File: config.mk
export PLATFORM = sky130hd
export DESIGN_NAME = calfsm_top
export DESIGN_NICKNAME = d
export VERILOG_FILES = /design/src/calfsm_pkg.sv /design/src/calfsm_counter.sv /design/src/calfsm_top.sv
export SDC_FILE = /design/constraint.sdc
export NUM_CORES = 1
export LEC_CHECK = 0
export BUFFER_PORTS_ARGS = -buffer_cell sky130_fd_sc_hd__buf_2
export CAP_MARGIN = 20
export CORE_MARGIN = 4
export CORE_UTILIZATION = 40
export CTS_BUF_LIST = sky130_fd_sc_hd__clkbuf_16
export CTS_CLUSTER_SIZE = 14
export DETAILED_ROUTE_END_ITERATION = 10
export PLACE_DENSITY = 0.68
export SLEW_MARGIN = 20
export SYNTH_ARGS = -nofsm -noshare
export SYNTH_HDL_FRONTEND = slang
export SYNTH_SLANG_ARGS = --single-unit
File: constraint.sdc
create_clock -name i_clk -period 3.8 [get_ports i_clk]
set_input_delay 0.38 -clock i_clk [delete_from_list [all_inputs] [get_ports i_clk]]
set_output_delay 0.38 -clock i_clk [all_outputs]
set_load 0.01 [all_outputs]
File: src/calfsm_pkg.sv
// package: constants and types of the calibration state machine
package calfsm_pkg;
  // register addresses as printed (Modbus holding register numbers)
  localparam logic [15:0] ADDR_STATE_REQUEST = 16'h1388;
  localparam logic [15:0] ADDR_TARGET_SELECT = 16'h1389;
  localparam logic [15:0] ADDR_STATE_READBACK = 16'h138A;
  // machine number carried in the high byte of the request word
  localparam logic [7:0] MACHINE_NUMBER = 8'h01;
  // state codes reported in the readback low byte
  localparam logic [7:0] ST_ACTIVATE = 8'h00;
  localparam logic [7:0] ST_VALIDATE = 8'h01;
  localparam logic [7:0] ST_IDLE = 8'h02;
  localparam logic [7:0] ST_POINT1 = 8'h03;
  localparam logic [7:0] ST_POINT2 = 8'h04;
  localparam logic [7:0] ST_MEASURE = 8'h06;
  localparam logic [7:0] ST_TARGET = 8'h07;
  localparam logic [7:0] ST_CALC = 8'h08;
  localparam logic [7:0] ST_SAVE = 8'h09;
  localparam logic [7:0] ST_SUCCESS = 8'h0B;
  // calibration methods in the selector low byte
  localparam logic [7:0] METHOD_NONE = 8'h00;
  localparam logic [7:0] METHOD_LINEAR = 8'h01;
  // error bit positions
  localparam int ERR_BAD_METHOD = 0;
  localparam int ERR_BAD_PARAM = 1;
  localparam int ERR_TARGET = 2;
  localparam int ERR_CALC = 3;
  // reset values
  localparam logic [15:0] RESET_WORD = 16'h0000;
  // default sample count gathered in the measuring phase
  localparam int SAMPLES_NEEDED = 16;
  typedef enum logic [9:0] {
    S_OFF = 10'b00_0000_0001,
    S_ACTIVE = 10'b00_0000_0010,
    S_VALIDATE = 10'b00_0000_0100,
    S_IDLE = 10'b00_0000_1000,
    S_MEASURE = 10'b00_0001_0000,
    S_TARGET = 10'b00_0010_0000,
    S_CALC = 10'b00_0100_0000,
    S_SAVE = 10'b00_1000_0000,
    S_SUCCESS = 10'b01_0000_0000,
    S_SAVEACK = 10'b10_0000_0000
  } calfsm_state_t;
endpackage

File: src/calfsm_counter.sv
// sample counter for the measuring phase
`timescale 1ns/1ps
module calfsm_counter #(
  parameter int N = 16
) (
  // clock and reset
  input wire logic i_clk,
  input wire logic i_reset_n,
  // control
  input wire logic i_clear,
  input wire logic i_sample,
  // status
  output logic o_done
);
  localparam int W = $clog2(N + 1);
  localparam logic [W-1:0] LAST = W'(N);
  logic [W-1:0] cnt_q;
  logic [W-1:0] cnt_d;

  always_comb begin
    cnt_d = cnt_q;
    if (i_clear) begin
      cnt_d = '0;
    end else if (i_sample && cnt_q != LAST) begin
      cnt_d = cnt_q + W'(1);
    end
  end

  always_ff @(posedge i_clk or negedge i_reset_n) begin
    if (!i_reset_n) begin
      cnt_q <= '0;
    end else begin
      cnt_q <= cnt_d;
    end
  end

  assign o_done = (cnt_q == LAST);
endmodule

File: src/calfsm_top.sv
// calibration state machine driven by holding register writes
// Summary of operation
// - machine number 1 addresses this calibration machine in the request high byte
// - request state 0 activates machine and suspends normal measuring
// - feasible method: enter state 2, disable present coefficients of parameter
// - validation failure: stay in state 1 and set error bits
// - state 2 is idle, waiting for the next request
// - state 3 starts first point, state 4 second point, any method
// - report state 6 while measuring; host keeps triggering measurements
// - enough samples gathered: go to state 7, await setpoint
// - target accepted returns to state 2, otherwise stays in 7
// - state 8 computes coefficients, applies provisionally, discarded on exit
// - calculation success enters state 11, failure stays in state 8
// - state 9 saves: old set becomes last, new set active, persists
// - state 11 waits; host requests state 2 to continue
// - writing 0 ends machine anytime, unsaved coefficients restored
// - no internal error recovery; host must request 0 and reinitialise (here an accepted setpoint clears error bit 2 and returns to state 2)
// - method 0x00 means no calibration/reset, 0x01 linear two-point
`timescale 1ns/1ps
module calfsm_top #(
  parameter int SAMPLES = calfsm_pkg::SAMPLES_NEEDED,
  parameter int PARAM_COUNT = 2
) (
  // clock and reset
  input wire logic i_clk,
  input wire logic i_reset_n,
  // holding register access (one word per cycle)
  input wire logic i_reg_wr,
  input wire logic i_reg_rd,
  input wire logic [15:0] i_reg_addr,
  input wire logic [15:0] i_reg_wdata,
  output logic [15:0] o_reg_rdata,
  output logic o_reg_rvalid,
  // measurement side
  input wire logic i_sample_valid,
  input wire logic i_target_wr,
  input wire logic i_target_ok,
  input wire logic i_calc_done,
  input wire logic i_calc_ok,
  // effects on the measuring path
  output logic o_machine_active_flag,
  output logic o_coeff_disable,
  output logic [7:0] o_coeff_param,
  output logic o_coeff_provisional,
  output logic o_coeff_restore,
  output logic o_calc_start,
  output logic o_point_sel,
  output logic o_save_pulse,
  output logic [3:0] o_error
);
  calfsm_pkg::calfsm_state_t st_q, st_d;
  logic [15:0] req_q, req_d;
  logic [15:0] sel_q, sel_d;
  logic [7:0] code_q, code_d;
  logic [3:0] err_q, err_d;
  logic dis_q, dis_d;
  logic prov_q, prov_d;
  logic rest_q, rest_d;
  logic calc_q, calc_d;
  logic pt_q, pt_d;
  logic save_q, save_d;
  logic [15:0] rdata_q, rdata_d;
  logic rvalid_q, rvalid_d;
  logic act_q, act_d;
  logic samples_done;
  logic req_wr;
  logic sel_wr;
  logic [7:0] rq_state;
  logic rq_ours;

  assign req_wr = i_reg_wr && (i_reg_addr == calfsm_pkg::ADDR_STATE_REQUEST);
  assign sel_wr = i_reg_wr && (i_reg_addr == calfsm_pkg::ADDR_TARGET_SELECT);
  assign rq_state = i_reg_wdata[7:0];
  assign rq_ours = (i_reg_wdata[15:8] == calfsm_pkg::MACHINE_NUMBER);

  calfsm_counter #(
    .N(SAMPLES)
  ) u_samples (
    .i_clk(i_clk),
    .i_reset_n(i_reset_n),
    .i_clear(st_q != calfsm_pkg::S_MEASURE),
    .i_sample(i_sample_valid),
    .o_done(samples_done)
  );

  always_comb begin
    st_d = st_q;
    req_d = req_q;
    sel_d = sel_q;
    code_d = code_q;
    err_d = err_q;
    dis_d = dis_q;
    prov_d = prov_q;
    rest_d = 1'b0;
    calc_d = 1'b0;
    pt_d = pt_q;
    save_d = 1'b0;
    if (sel_wr) begin
      sel_d = i_reg_wdata;
    end
    if (req_wr) begin
      req_d = i_reg_wdata;
    end
    // any write of the zero word ends the machine first; a state 0 request activates it
    if (req_wr && (i_reg_wdata == calfsm_pkg::RESET_WORD)) begin
      st_d = calfsm_pkg::S_OFF;
      code_d = calfsm_pkg::ST_ACTIVATE;
      err_d = '0;
      rest_d = prov_q || dis_q;
      dis_d = 1'b0;
      prov_d = 1'b0;
    end else if (req_wr && rq_ours && rq_state == calfsm_pkg::ST_ACTIVATE) begin
      st_d = calfsm_pkg::S_ACTIVE;
      code_d = calfsm_pkg::ST_ACTIVATE;
      err_d = '0;
    end else begin
      case (st_q)
        calfsm_pkg::S_OFF: begin
          code_d = calfsm_pkg::ST_ACTIVATE;
        end
        calfsm_pkg::S_ACTIVE, calfsm_pkg::S_VALIDATE: begin
          // errors stick until state 0: no recovery inside
          if (req_wr && rq_ours && rq_state == calfsm_pkg::ST_VALIDATE && err_q == '0) begin
            if (sel_q[7:0] == calfsm_pkg::METHOD_NONE) begin
              // method none only resets the machine to state 0, it is not an error
              st_d = calfsm_pkg::S_ACTIVE;
              code_d = calfsm_pkg::ST_ACTIVATE;
            end else if (sel_q[7:0] == calfsm_pkg::METHOD_LINEAR
                && 32'(sel_q[15:8]) < PARAM_COUNT) begin
              st_d = calfsm_pkg::S_IDLE;
              code_d = calfsm_pkg::ST_IDLE;
              dis_d = 1'b1;
            end else begin
              st_d = calfsm_pkg::S_VALIDATE;
              code_d = calfsm_pkg::ST_VALIDATE;
              err_d[calfsm_pkg::ERR_BAD_METHOD] = (sel_q[7:0] != calfsm_pkg::METHOD_LINEAR);
              err_d[calfsm_pkg::ERR_BAD_PARAM] = (32'(sel_q[15:8]) >= PARAM_COUNT);
            end
          end
        end
        calfsm_pkg::S_IDLE: begin
          code_d = calfsm_pkg::ST_IDLE;
          if (req_wr && rq_ours) begin
            case (rq_state)
              calfsm_pkg::ST_POINT1, calfsm_pkg::ST_POINT2: begin
                st_d = calfsm_pkg::S_MEASURE;
                code_d = calfsm_pkg::ST_MEASURE;
                pt_d = (rq_state == calfsm_pkg::ST_POINT2);
              end
              calfsm_pkg::ST_CALC: begin
                st_d = calfsm_pkg::S_CALC;
                code_d = calfsm_pkg::ST_CALC;
                calc_d = 1'b1;
              end
              calfsm_pkg::ST_SAVE: begin
                if (prov_q) begin
                  st_d = calfsm_pkg::S_SAVE;
                  code_d = calfsm_pkg::ST_SAVE;
                end
              end
              default: begin
              end
            endcase
          end
        end
        calfsm_pkg::S_MEASURE: begin
          if (samples_done) begin
            st_d = calfsm_pkg::S_TARGET;
            code_d = calfsm_pkg::ST_TARGET;
          end
        end
        calfsm_pkg::S_TARGET: begin
          if (i_target_wr) begin
            if (i_target_ok) begin
              st_d = calfsm_pkg::S_IDLE;
              code_d = calfsm_pkg::ST_IDLE;
              err_d[calfsm_pkg::ERR_TARGET] = 1'b0;
            end else begin
              err_d[calfsm_pkg::ERR_TARGET] = 1'b1;
            end
          end
        end
        calfsm_pkg::S_CALC: begin
          if (i_calc_done) begin
            if (i_calc_ok) begin
              st_d = calfsm_pkg::S_SUCCESS;
              code_d = calfsm_pkg::ST_SUCCESS;
              prov_d = 1'b1;
            end else begin
              err_d[calfsm_pkg::ERR_CALC] = 1'b1;
            end
          end
        end
        calfsm_pkg::S_SAVE: begin
          save_d = 1'b1;
          prov_d = 1'b0;
          dis_d = 1'b0;
          st_d = calfsm_pkg::S_SAVEACK;
          code_d = calfsm_pkg::ST_SUCCESS;
        end
        calfsm_pkg::S_SUCCESS, calfsm_pkg::S_SAVEACK: begin
          if (req_wr && rq_ours && rq_state == calfsm_pkg::ST_IDLE) begin
            st_d = calfsm_pkg::S_IDLE;
            code_d = calfsm_pkg::ST_IDLE;
          end
        end
        default: begin
          st_d = calfsm_pkg::S_OFF;
          code_d = calfsm_pkg::ST_ACTIVATE;
        end
      endcase
    end
    act_d = (st_d != calfsm_pkg::S_OFF);
  end

  always_comb begin
    rvalid_d = i_reg_rd;
    rdata_d = '0;
    case (i_reg_addr)
      calfsm_pkg::ADDR_STATE_REQUEST: rdata_d = req_q;
      calfsm_pkg::ADDR_TARGET_SELECT: rdata_d = sel_q;
      calfsm_pkg::ADDR_STATE_READBACK: rdata_d = {7'h00, st_q != calfsm_pkg::S_OFF, code_q};
      default: rdata_d = '0;
    endcase
    if (!i_reg_rd) begin
      rdata_d = rdata_q;
    end
  end

  always_ff @(posedge i_clk or negedge i_reset_n) begin
    if (!i_reset_n) begin
      st_q <= calfsm_pkg::S_OFF;
      req_q <= calfsm_pkg::RESET_WORD;
      sel_q <= calfsm_pkg::RESET_WORD;
      code_q <= calfsm_pkg::ST_ACTIVATE;
      err_q <= '0;
      dis_q <= 1'b0;
      prov_q <= 1'b0;
      rest_q <= 1'b0;
      calc_q <= 1'b0;
      pt_q <= 1'b0;
      save_q <= 1'b0;
      rdata_q <= calfsm_pkg::RESET_WORD;
      rvalid_q <= 1'b0;
      act_q <= 1'b0;
    end else begin
      st_q <= st_d;
      req_q <= req_d;
      sel_q <= sel_d;
      code_q <= code_d;
      err_q <= err_d;
      dis_q <= dis_d;
      prov_q <= prov_d;
      rest_q <= rest_d;
      calc_q <= calc_d;
      pt_q <= pt_d;
      save_q <= save_d;
      rdata_q <= rdata_d;
      rvalid_q <= rvalid_d;
      act_q <= act_d;
    end
  end

  assign o_machine_active_flag = act_q;
  assign o_coeff_disable = dis_q;
  assign o_coeff_param = sel_q[15:8];
  assign o_coeff_provisional = prov_q;
  assign o_coeff_restore = rest_q;
  assign o_calc_start = calc_q;
  assign o_point_sel = pt_q;
  assign o_save_pulse = save_q;
  assign o_error = err_q;
  assign o_reg_rdata = rdata_q;
  assign o_reg_rvalid = rvalid_q;

  a_abort_ends: assert property (@(posedge i_clk) disable iff (!i_reset_n)
    (req_wr && i_reg_wdata == 16'h0000) |=> (st_q == calfsm_pkg::S_OFF && code_q == 8'h00))
    else $error("zero request did not end machine");
  a_restore_pulse: assert property (@(posedge i_clk) disable iff (!i_reset_n)
    (req_wr && i_reg_wdata == 16'h0000 && prov_q) |=> rest_q && !prov_q)
    else $error("provisional set not discarded");
  a_valid_ok: assert property (@(posedge i_clk) disable iff (!i_reset_n)
    (st_q == calfsm_pkg::S_ACTIVE && req_wr && i_reg_wdata == 16'h0101 && err_q == 0
     && sel_q[7:0] == 8'h01 && sel_q[15:8] == 8'h00) |=> (code_q == 8'h02 && dis_q))
    else $error("valid selection did not reach idle");
  a_valid_bad: assert property (@(posedge i_clk) disable iff (!i_reset_n)
    (st_q == calfsm_pkg::S_ACTIVE && req_wr && i_reg_wdata == 16'h0101
     && sel_q[7:0] != 8'h01 && sel_q[7:0] != 8'h00) |=> (code_q == 8'h01 && err_q[0]))
    else $error("bad method not flagged");
  a_method_reset: assert property (@(posedge i_clk) disable iff (!i_reset_n)
    (st_q == calfsm_pkg::S_ACTIVE && req_wr && i_reg_wdata == 16'h0101 && sel_q[7:0] == 8'h00)
    |=> (st_q == calfsm_pkg::S_ACTIVE && code_q == 8'h00 && o_machine_active_flag))
    else $error("method none did not reset machine");
  a_active_flag: assert property (@(posedge i_clk) disable iff (!i_reset_n)
    o_machine_active_flag == (st_q != calfsm_pkg::S_OFF))
    else $error("active flag out of step with state");
  a_point_meas: assert property (@(posedge i_clk) disable iff (!i_reset_n)
    (st_q == calfsm_pkg::S_IDLE && req_wr && (i_reg_wdata == 16'h0103
     || i_reg_wdata == 16'h0104)) |=> code_q == 8'h06)
    else $error("point request did not start measuring");
  a_meas_target: assert property (@(posedge i_clk) disable iff (!i_reset_n)
    (st_q == calfsm_pkg::S_MEASURE && samples_done && !req_wr) |=> code_q == 8'h07)
    else $error("samples gathered but no target wait");
  a_target_stay: assert property (@(posedge i_clk) disable iff (!i_reset_n)
    (st_q == calfsm_pkg::S_TARGET && i_target_wr && !i_target_ok && !req_wr)
    |=> (code_q == 8'h07)[*1] ##0 err_q[2])
    else $error("rejected target left state 7");
  a_calc_ok: assert property (@(posedge i_clk) disable iff (!i_reset_n)
    (st_q == calfsm_pkg::S_CALC && i_calc_done && i_calc_ok && !req_wr)
    |=> (code_q == 8'h0B && prov_q))
    else $error("calculation success not reported");
  a_save_seq: assert property (@(posedge i_clk) disable iff (!i_reset_n)
    (st_q == calfsm_pkg::S_SAVE && !req_wr) |=> save_q ##1 !save_q)
    else $error("save pulse wrong");
endmodule

Word-level counts from Yosys, hierarchy flattened
Index checks and enable logic that the tools add are counted.
Word-level totals
  register bits: 83
  output and inout bits: 36
Cells by class
  $add $sub $neg: 1
  $lt $le $gt $ge: 2
  eq/ne operators: 43
  muxes and demuxes: 65
  bitwise gates (word level): 2
  reduce and logical (&&, ||, !) cells: 34
Operators by type and width (count)
  10-bit two-way mux: 11
  8-bit two-way mux: 10
  10-bit one-hot mux with 8 select lines: 1
  8-bit one-hot mux with 7 select lines: 1
  16-bit by 13-bit == test with 1-bit output, second input constant: 3
  16-bit one-hot mux with 3 select lines: 1
  10-bit one-hot mux with 3 select lines: 1
  4-bit != test, second input constant: 7
  8-bit by 1-bit == test with 1-bit output, second input constant: 3
  1-bit two-way mux: 24
  4-bit two-way mux: 6
  3-bit nonzero test: 8
  3-bit != test, second input constant: 7
  10-bit by 1-bit != test with 1-bit output, second input constant: 2
  8-bit by 2-bit == test with 1-bit output, second input constant: 2
  8-bit by 4-bit == test with 1-bit output, second input constant: 2
  16-bit logical NOT: 1
  8-bit logical NOT: 2
  4-bit one-hot mux with 3 select lines: 1
  10-bit by 1-bit == test with 1-bit output, second input constant: 1
  10-bit == test, second input constant: 1
  10-bit by 2-bit == test with 1-bit output, second input constant: 1
  10-bit by 3-bit == test with 1-bit output, second input constant: 1
  10-bit by 4-bit == test with 1-bit output, second input constant: 1
  29 further kinds: 49

Depth between registers and ports, before layout
  word-level depth: 10
  gate-level depth with buffers: 8
  mapped depth without buffers: 6

By module
A second synthesis with hierarchy kept.
Unflattened totals
  cell total of the unflattened synthesis: 388
  area total of the unflattened synthesis: 4121.5 um2
By module, submodules not included
  calfsm_top: instances 1, cells an instance 361, area each 3841.2 um2
  calfsm_counter: instances 1, cells an instance 27, area each 280.3 um2

Worst setup path after synthesis
No wires, ideal clock.
  path kind: register -> register
  start point: reg st_q[6]
  end point: reg st_q[6]
  setup time: 75 ps
  arrival time: 2286 ps
  setup slack: 1439 ps
  cell stages (with the launch flop): 8
  buffers on the path: 1
  clock period less this slack: 2361 ps
  path through: dfrtp_1 or4_1 buf_6 nor2_4 nand4_4 or3_1 or4_4 a21oi_2
On the way
  word-level cells in the longest chain between the ends: 6
RTL lines
  start, declared: RTL line calfsm_top.sv:51  | calfsm_pkg::calfsm_state_t st_q, st_d;
  start signal, assigned: RTL line calfsm_top.sv:232  | st_q <= calfsm_pkg::S_OFF;
  start signal, assigned: RTL line calfsm_top.sv:247  | st_q <= st_d;
  10-bit two-way mux: RTL line calfsm_top.sv:156  | if (prov_q) begin
  10-bit one-hot mux with 3 select lines: RTL line calfsm_top.sv:144  | case (rq_state)
  10-bit two-way mux: RTL line calfsm_top.sv:143  | if (req_wr && rq_ours) begin
  10-bit one-hot mux with 8 select lines (*): RTL line calfsm_top.sv:117  | case (st_q)
  10-bit two-way mux (*): RTL line calfsm_top.sv:112  | end else if (req_wr && rq_ours && rq_state == calfsm_pkg::ST_ACTIVATE) begin
  10-bit two-way mux (*): RTL line calfsm_top.sv:105  | if (req_wr && (i_reg_wdata == calfsm_pkg::RESET_WORD)) begin
  net st_d[6]: RTL line calfsm_top.sv:51
The timed path passes the listed nets; every way through them passes the cells marked *.
A chain may end at the register's enable or synchronous reset.

Worst setup path after layout
  start point: reg st_q[6]
  end point: reg code_q[2]
On the way
  word-level cells in the longest chain between the ends: 5
RTL lines
  10-bit by 9-bit == test with 1-bit output (tied with other cells): RTL line calfsm_top.sv:117
  2-bit OR reduction: RTL line calfsm_top.sv:117
  8-bit one-hot mux with 7 select lines: RTL line calfsm_top.sv:117
  8-bit two-way mux: RTL line calfsm_top.sv:112
  8-bit two-way mux: RTL line calfsm_top.sv:105
  end signal, assigned: RTL line calfsm_top.sv:235  | code_q <= calfsm_pkg::ST_ACTIVATE;
  end signal, assigned: RTL line calfsm_top.sv:250  | code_q <= code_d;
  end, declared: RTL line calfsm_top.sv:54  | logic [7:0] code_q, code_d;
Parallel ways exist; a longest one is shown, timed or not.

==> results.sh <==
export IMPL_max_clock_freq_mhz=370
export IMPL_crit_required_ns=4.05
export IMPL_grt_usage_pct=18.0
export IMPL_crit_type="flop to flop"
export IMPL_cp_max_fo=9
export IMPL_ioPinCount=77
export IMPL_p_leak_nw=2.38
export IMPL_switching_share_pct=24.0
export IMPL_place_congestion=0.925
export IMPL_setup_slack_ns=1.10
export IMPL_dpl_cell_count=615
export IMPL_dp_hpwl_um=8060
export IMPL_finClkSkew_ns=0.00590
export IMPL_cp_start_kind="flop"
export IMPL_synth_edf_count=0
export IMPL_nets=533
export IMPL_pwr_share_comb_pct=4.7
export IMPL_crit_arrival_ns=2.95
export IMPL_synth_top_area_cell="dfrtp_1"
export IMPL_dr_total_vias=3515
export IMPL_hold_violations=0
export IMPL_netlist_top_cells_count="dfrtp_1, nor2_1, mux2_2"
export IMPL_crit_path_cell_trace="or4_1, a2111oi_1, a211oi_1, o22ai_2, or4b_4, o2bb2ai_1"
export IMPL_synth_cell_types=63
export IMPL_irDropWorstVdd_uv=190
export IMPL_die_area_sq_mm=0.0124
export IMPL_htree_levels=3
export IMPL_synth_most_common_cell="dfrtp_1"
export IMPL_seq_power_share_pct=48.6
export IMPL_initial_core_util_pct=41.2
export IMPL_route_detailed_drc=0
export IMPL_pwr_share_clk_pct=46.7
export IMPL_chipWidth_um=111
export IMPL_cts_max_path_buffers=2
export IMPL_cap_viol_max_count=0
export IMPL_diodes=0
export IMPL_viasPerCell=5.57
export IMPL_cts_resized=0
export IMPL_wl_per_cell_um=17.3
export IMPL_antenna_left=0
export IMPL_synth_ff_latch_count=79
export IMPL_numCtsBuffers=9
export IMPL_place_ws_ns=0.992
export IMPL_critPathCaptureType="flop"
export IMPL_hold_class="input pin to async pin"
export IMPL_synth_top_cell_area_share_pct=45.6
export IMPL_syn_avg_cell_area_sq_um=9.97
export IMPL_synth_xor_area_share_pct=1.43
export IMPL_core_area_sq_mm=0.0104
export IMPL_p_sw_mw=0.416
export IMPL_synth_compound_area_share_pct=11.3
export IMPL_drtPass1Iterations=4
export IMPL_rows=37
export IMPL_critPathSlowestCell="or4_1"
export IMPL_grt_pass1_vias=3437
export IMPL_area_growth_pct=16.6
export IMPL_worst_slew_pin_slew_ns=0.749
export IMPL_period_needed_ns=2.70
export IMPL_p_per_area_mw_per_mm2=348
export IMPL_synth_fa_ha_area_share_pct=0.585
export IMPL_dr_first_iter_drc_count=228
export IMPL_ys_flop_type="dfrtp_1"
export IMPL_grt_max_degree=80
export IMPL_syn_nets=472
export IMPL_synthCells=429
export IMPL_whs_ns=0.0809
export IMPL_setup_viol=0
export IMPL_clk_pin_slew_worst_paths_ns=0.06
export IMPL_cts_tree="built"
export IMPL_overflow=0
export IMPL_syn_area_sq_mm=0.00428
export IMPL_crit_family="simple AND/OR/NAND/NOR gates"
export IMPL_grt_pass1_wl_um=18100
export IMPL_yosysWarningCount=0
export IMPL_rsz0062_at_grt="no"
export IMPL_drive_gt1_share_pct=28.5
export IMPL_status="finished clean"
export IMPL_internal_power_mw=1.32
export IMPL_period_share_pct=71.0
export IMPL_cts_root_buf="clkbuf_16"
export IMPL_wl_um=10900
export IMPL_clkLatencyLatePin_ns=0.34
export IMPL_path_buf_inv=0
export IMPL_async_flop_share_pct=100
export IMPL_clock_sinks=79
export IMPL_yosysSeqAreaShare_pct=46.3
export IMPL_cts_hold_buffers=0
export IMPL_yosys_area_share_simple_pct=22.6
export IMPL_instances_no_fill=631
export IMPL_slowest_delay_ns=0.74
export IMPL_drv_slew=0
export IMPL_die_y_um=111
export IMPL_synth_area_leaders="dfrtp_1, mux2_2, mux2i_1"
export IMPL_synth_top_family_by_area="simple AND/OR/NAND/NOR gates"
export IMPL_relSlewSlack_pct=49.6
export IMPL_port_buffers=76
export IMPL_antenna_found_initial=0
export IMPL_cts_setup_buffers=0
export IMPL_yosys_mux_area_fraction_pct=12.4
export IMPL_final_setup_tns_ns=0
[layout make-up]
| class | count | area (sq um) |
|---|---|---|
| Multi-Input combinational cell | 299 | 2070 |
| Sequential cell | 79 | 1980 |
| Inverter | 22 | 82.6 |
| Clock inverter | 7 | 53.8 |
| Tap cell | 136 | 170 |
| Timing Repair Buffer | 79 | 409 |
| Fill cell | 1013 | 5380 |
| Clock buffer | 9 | 225 |
[worst reg2reg max path: stages, from the launching register on]
cell and delay, ns:
dfrtp_1 0.46, or4_1 0.74, a2111oi_1 0.35, a211oi_1 0.13
o22ai_2 0.25, or4b_4 0.52, o2bb2ai_1 0.17
[flip-flops by register name, indices dropped and copies added, names as in the netlist, 4 cells and up]
signal / flops
sel_q: 16
u_samples.cnt_q: 5
st_q: 10
o_error: 4
o_reg_rdata: 16
req_q: 16
code_q: 4
[logic make-up after synthesis]
kind of cell | after synthesis
AO/OA/AOI/OAI | 74
XOR/XNOR | 7
adder cells (fa/ha/maj) | 2
buffers and inverters | 51
flip-flops | 79
multiplexers | 49
AND/OR/NAND/NOR | 167
[routing by layer]
metal | vias up | routed length, um | GRT usage [%]
li1 | 1686 | - | -
met3 | 16 | 455 | 3.32
met1 | 1718 | 5170 | 25.5
met2 | 95 | 5060 | 27.9
met4 | 0 | 232 | 6.49
met5 | - | 0 | 0
[stage by stage]
stage / util [%] / area, sq um / total power [mW]
global placement: 45.4 / 4700 / 0.939
finish: 48.1 / 4990 / 1.73
global route: 48.1 / 4990 / 1.80
CTS: 48.0 / 4980 / 1.75
floorplan: - / 4280 / 0.889
detailed placement: 45.4 / 4700 / 0.940
[cells in the final DEF (no fill, tap or decap), types with 5 or more instances in the layout]
cell,instances
a21oi_1,16
and3_1,5
buf_2,75
clkbuf_16,9
dfrtp_1,78
inv_1,22
mux2_2,32
mux2i_1,17
nand2_1,24
nand2b_1,5
nand3_1,10
nand4_1,11
nor2_1,38
nor2b_1,8
nor3_1,14
nor4_1,12
o21ai_0,13
o22ai_1,16
xor2_1,6
[power groups by stage]
stage | logic (mW) | clock network, mW | registers, mW
floorplan | 0.0314 | 0 | 0.858
global placement | 0.0816 | 0 | 0.857
detailed placement | 0.0828 | 0 | 0.858
CTS | 0.0832 | 0.829 | 0.842
global route | 0.0922 | 0.866 | 0.841
finish | 0.0823 | 0.809 | 0.842
[path summary, 6_finish.rpt]
check / start / end / slack, ns / depth (start not counted)
max in group asynchronous: i_reset_n / o_error[1] / 3.24 / 1
min in group i_clk: i_reg_wdata[14] / sel_q[14] / 0.30 / 2
max reg2reg: st_q[6] / code_q[2] / 1.10 / 6
min: i_reset_n / o_reg_rvalid / 0.08 / 1
max: st_q[6] / code_q[2] / 1.10 / 6
min reg2reg: o_coeff_disable / o_coeff_restore / 0.50 / 1
Power figures use the tool's default switching activity.
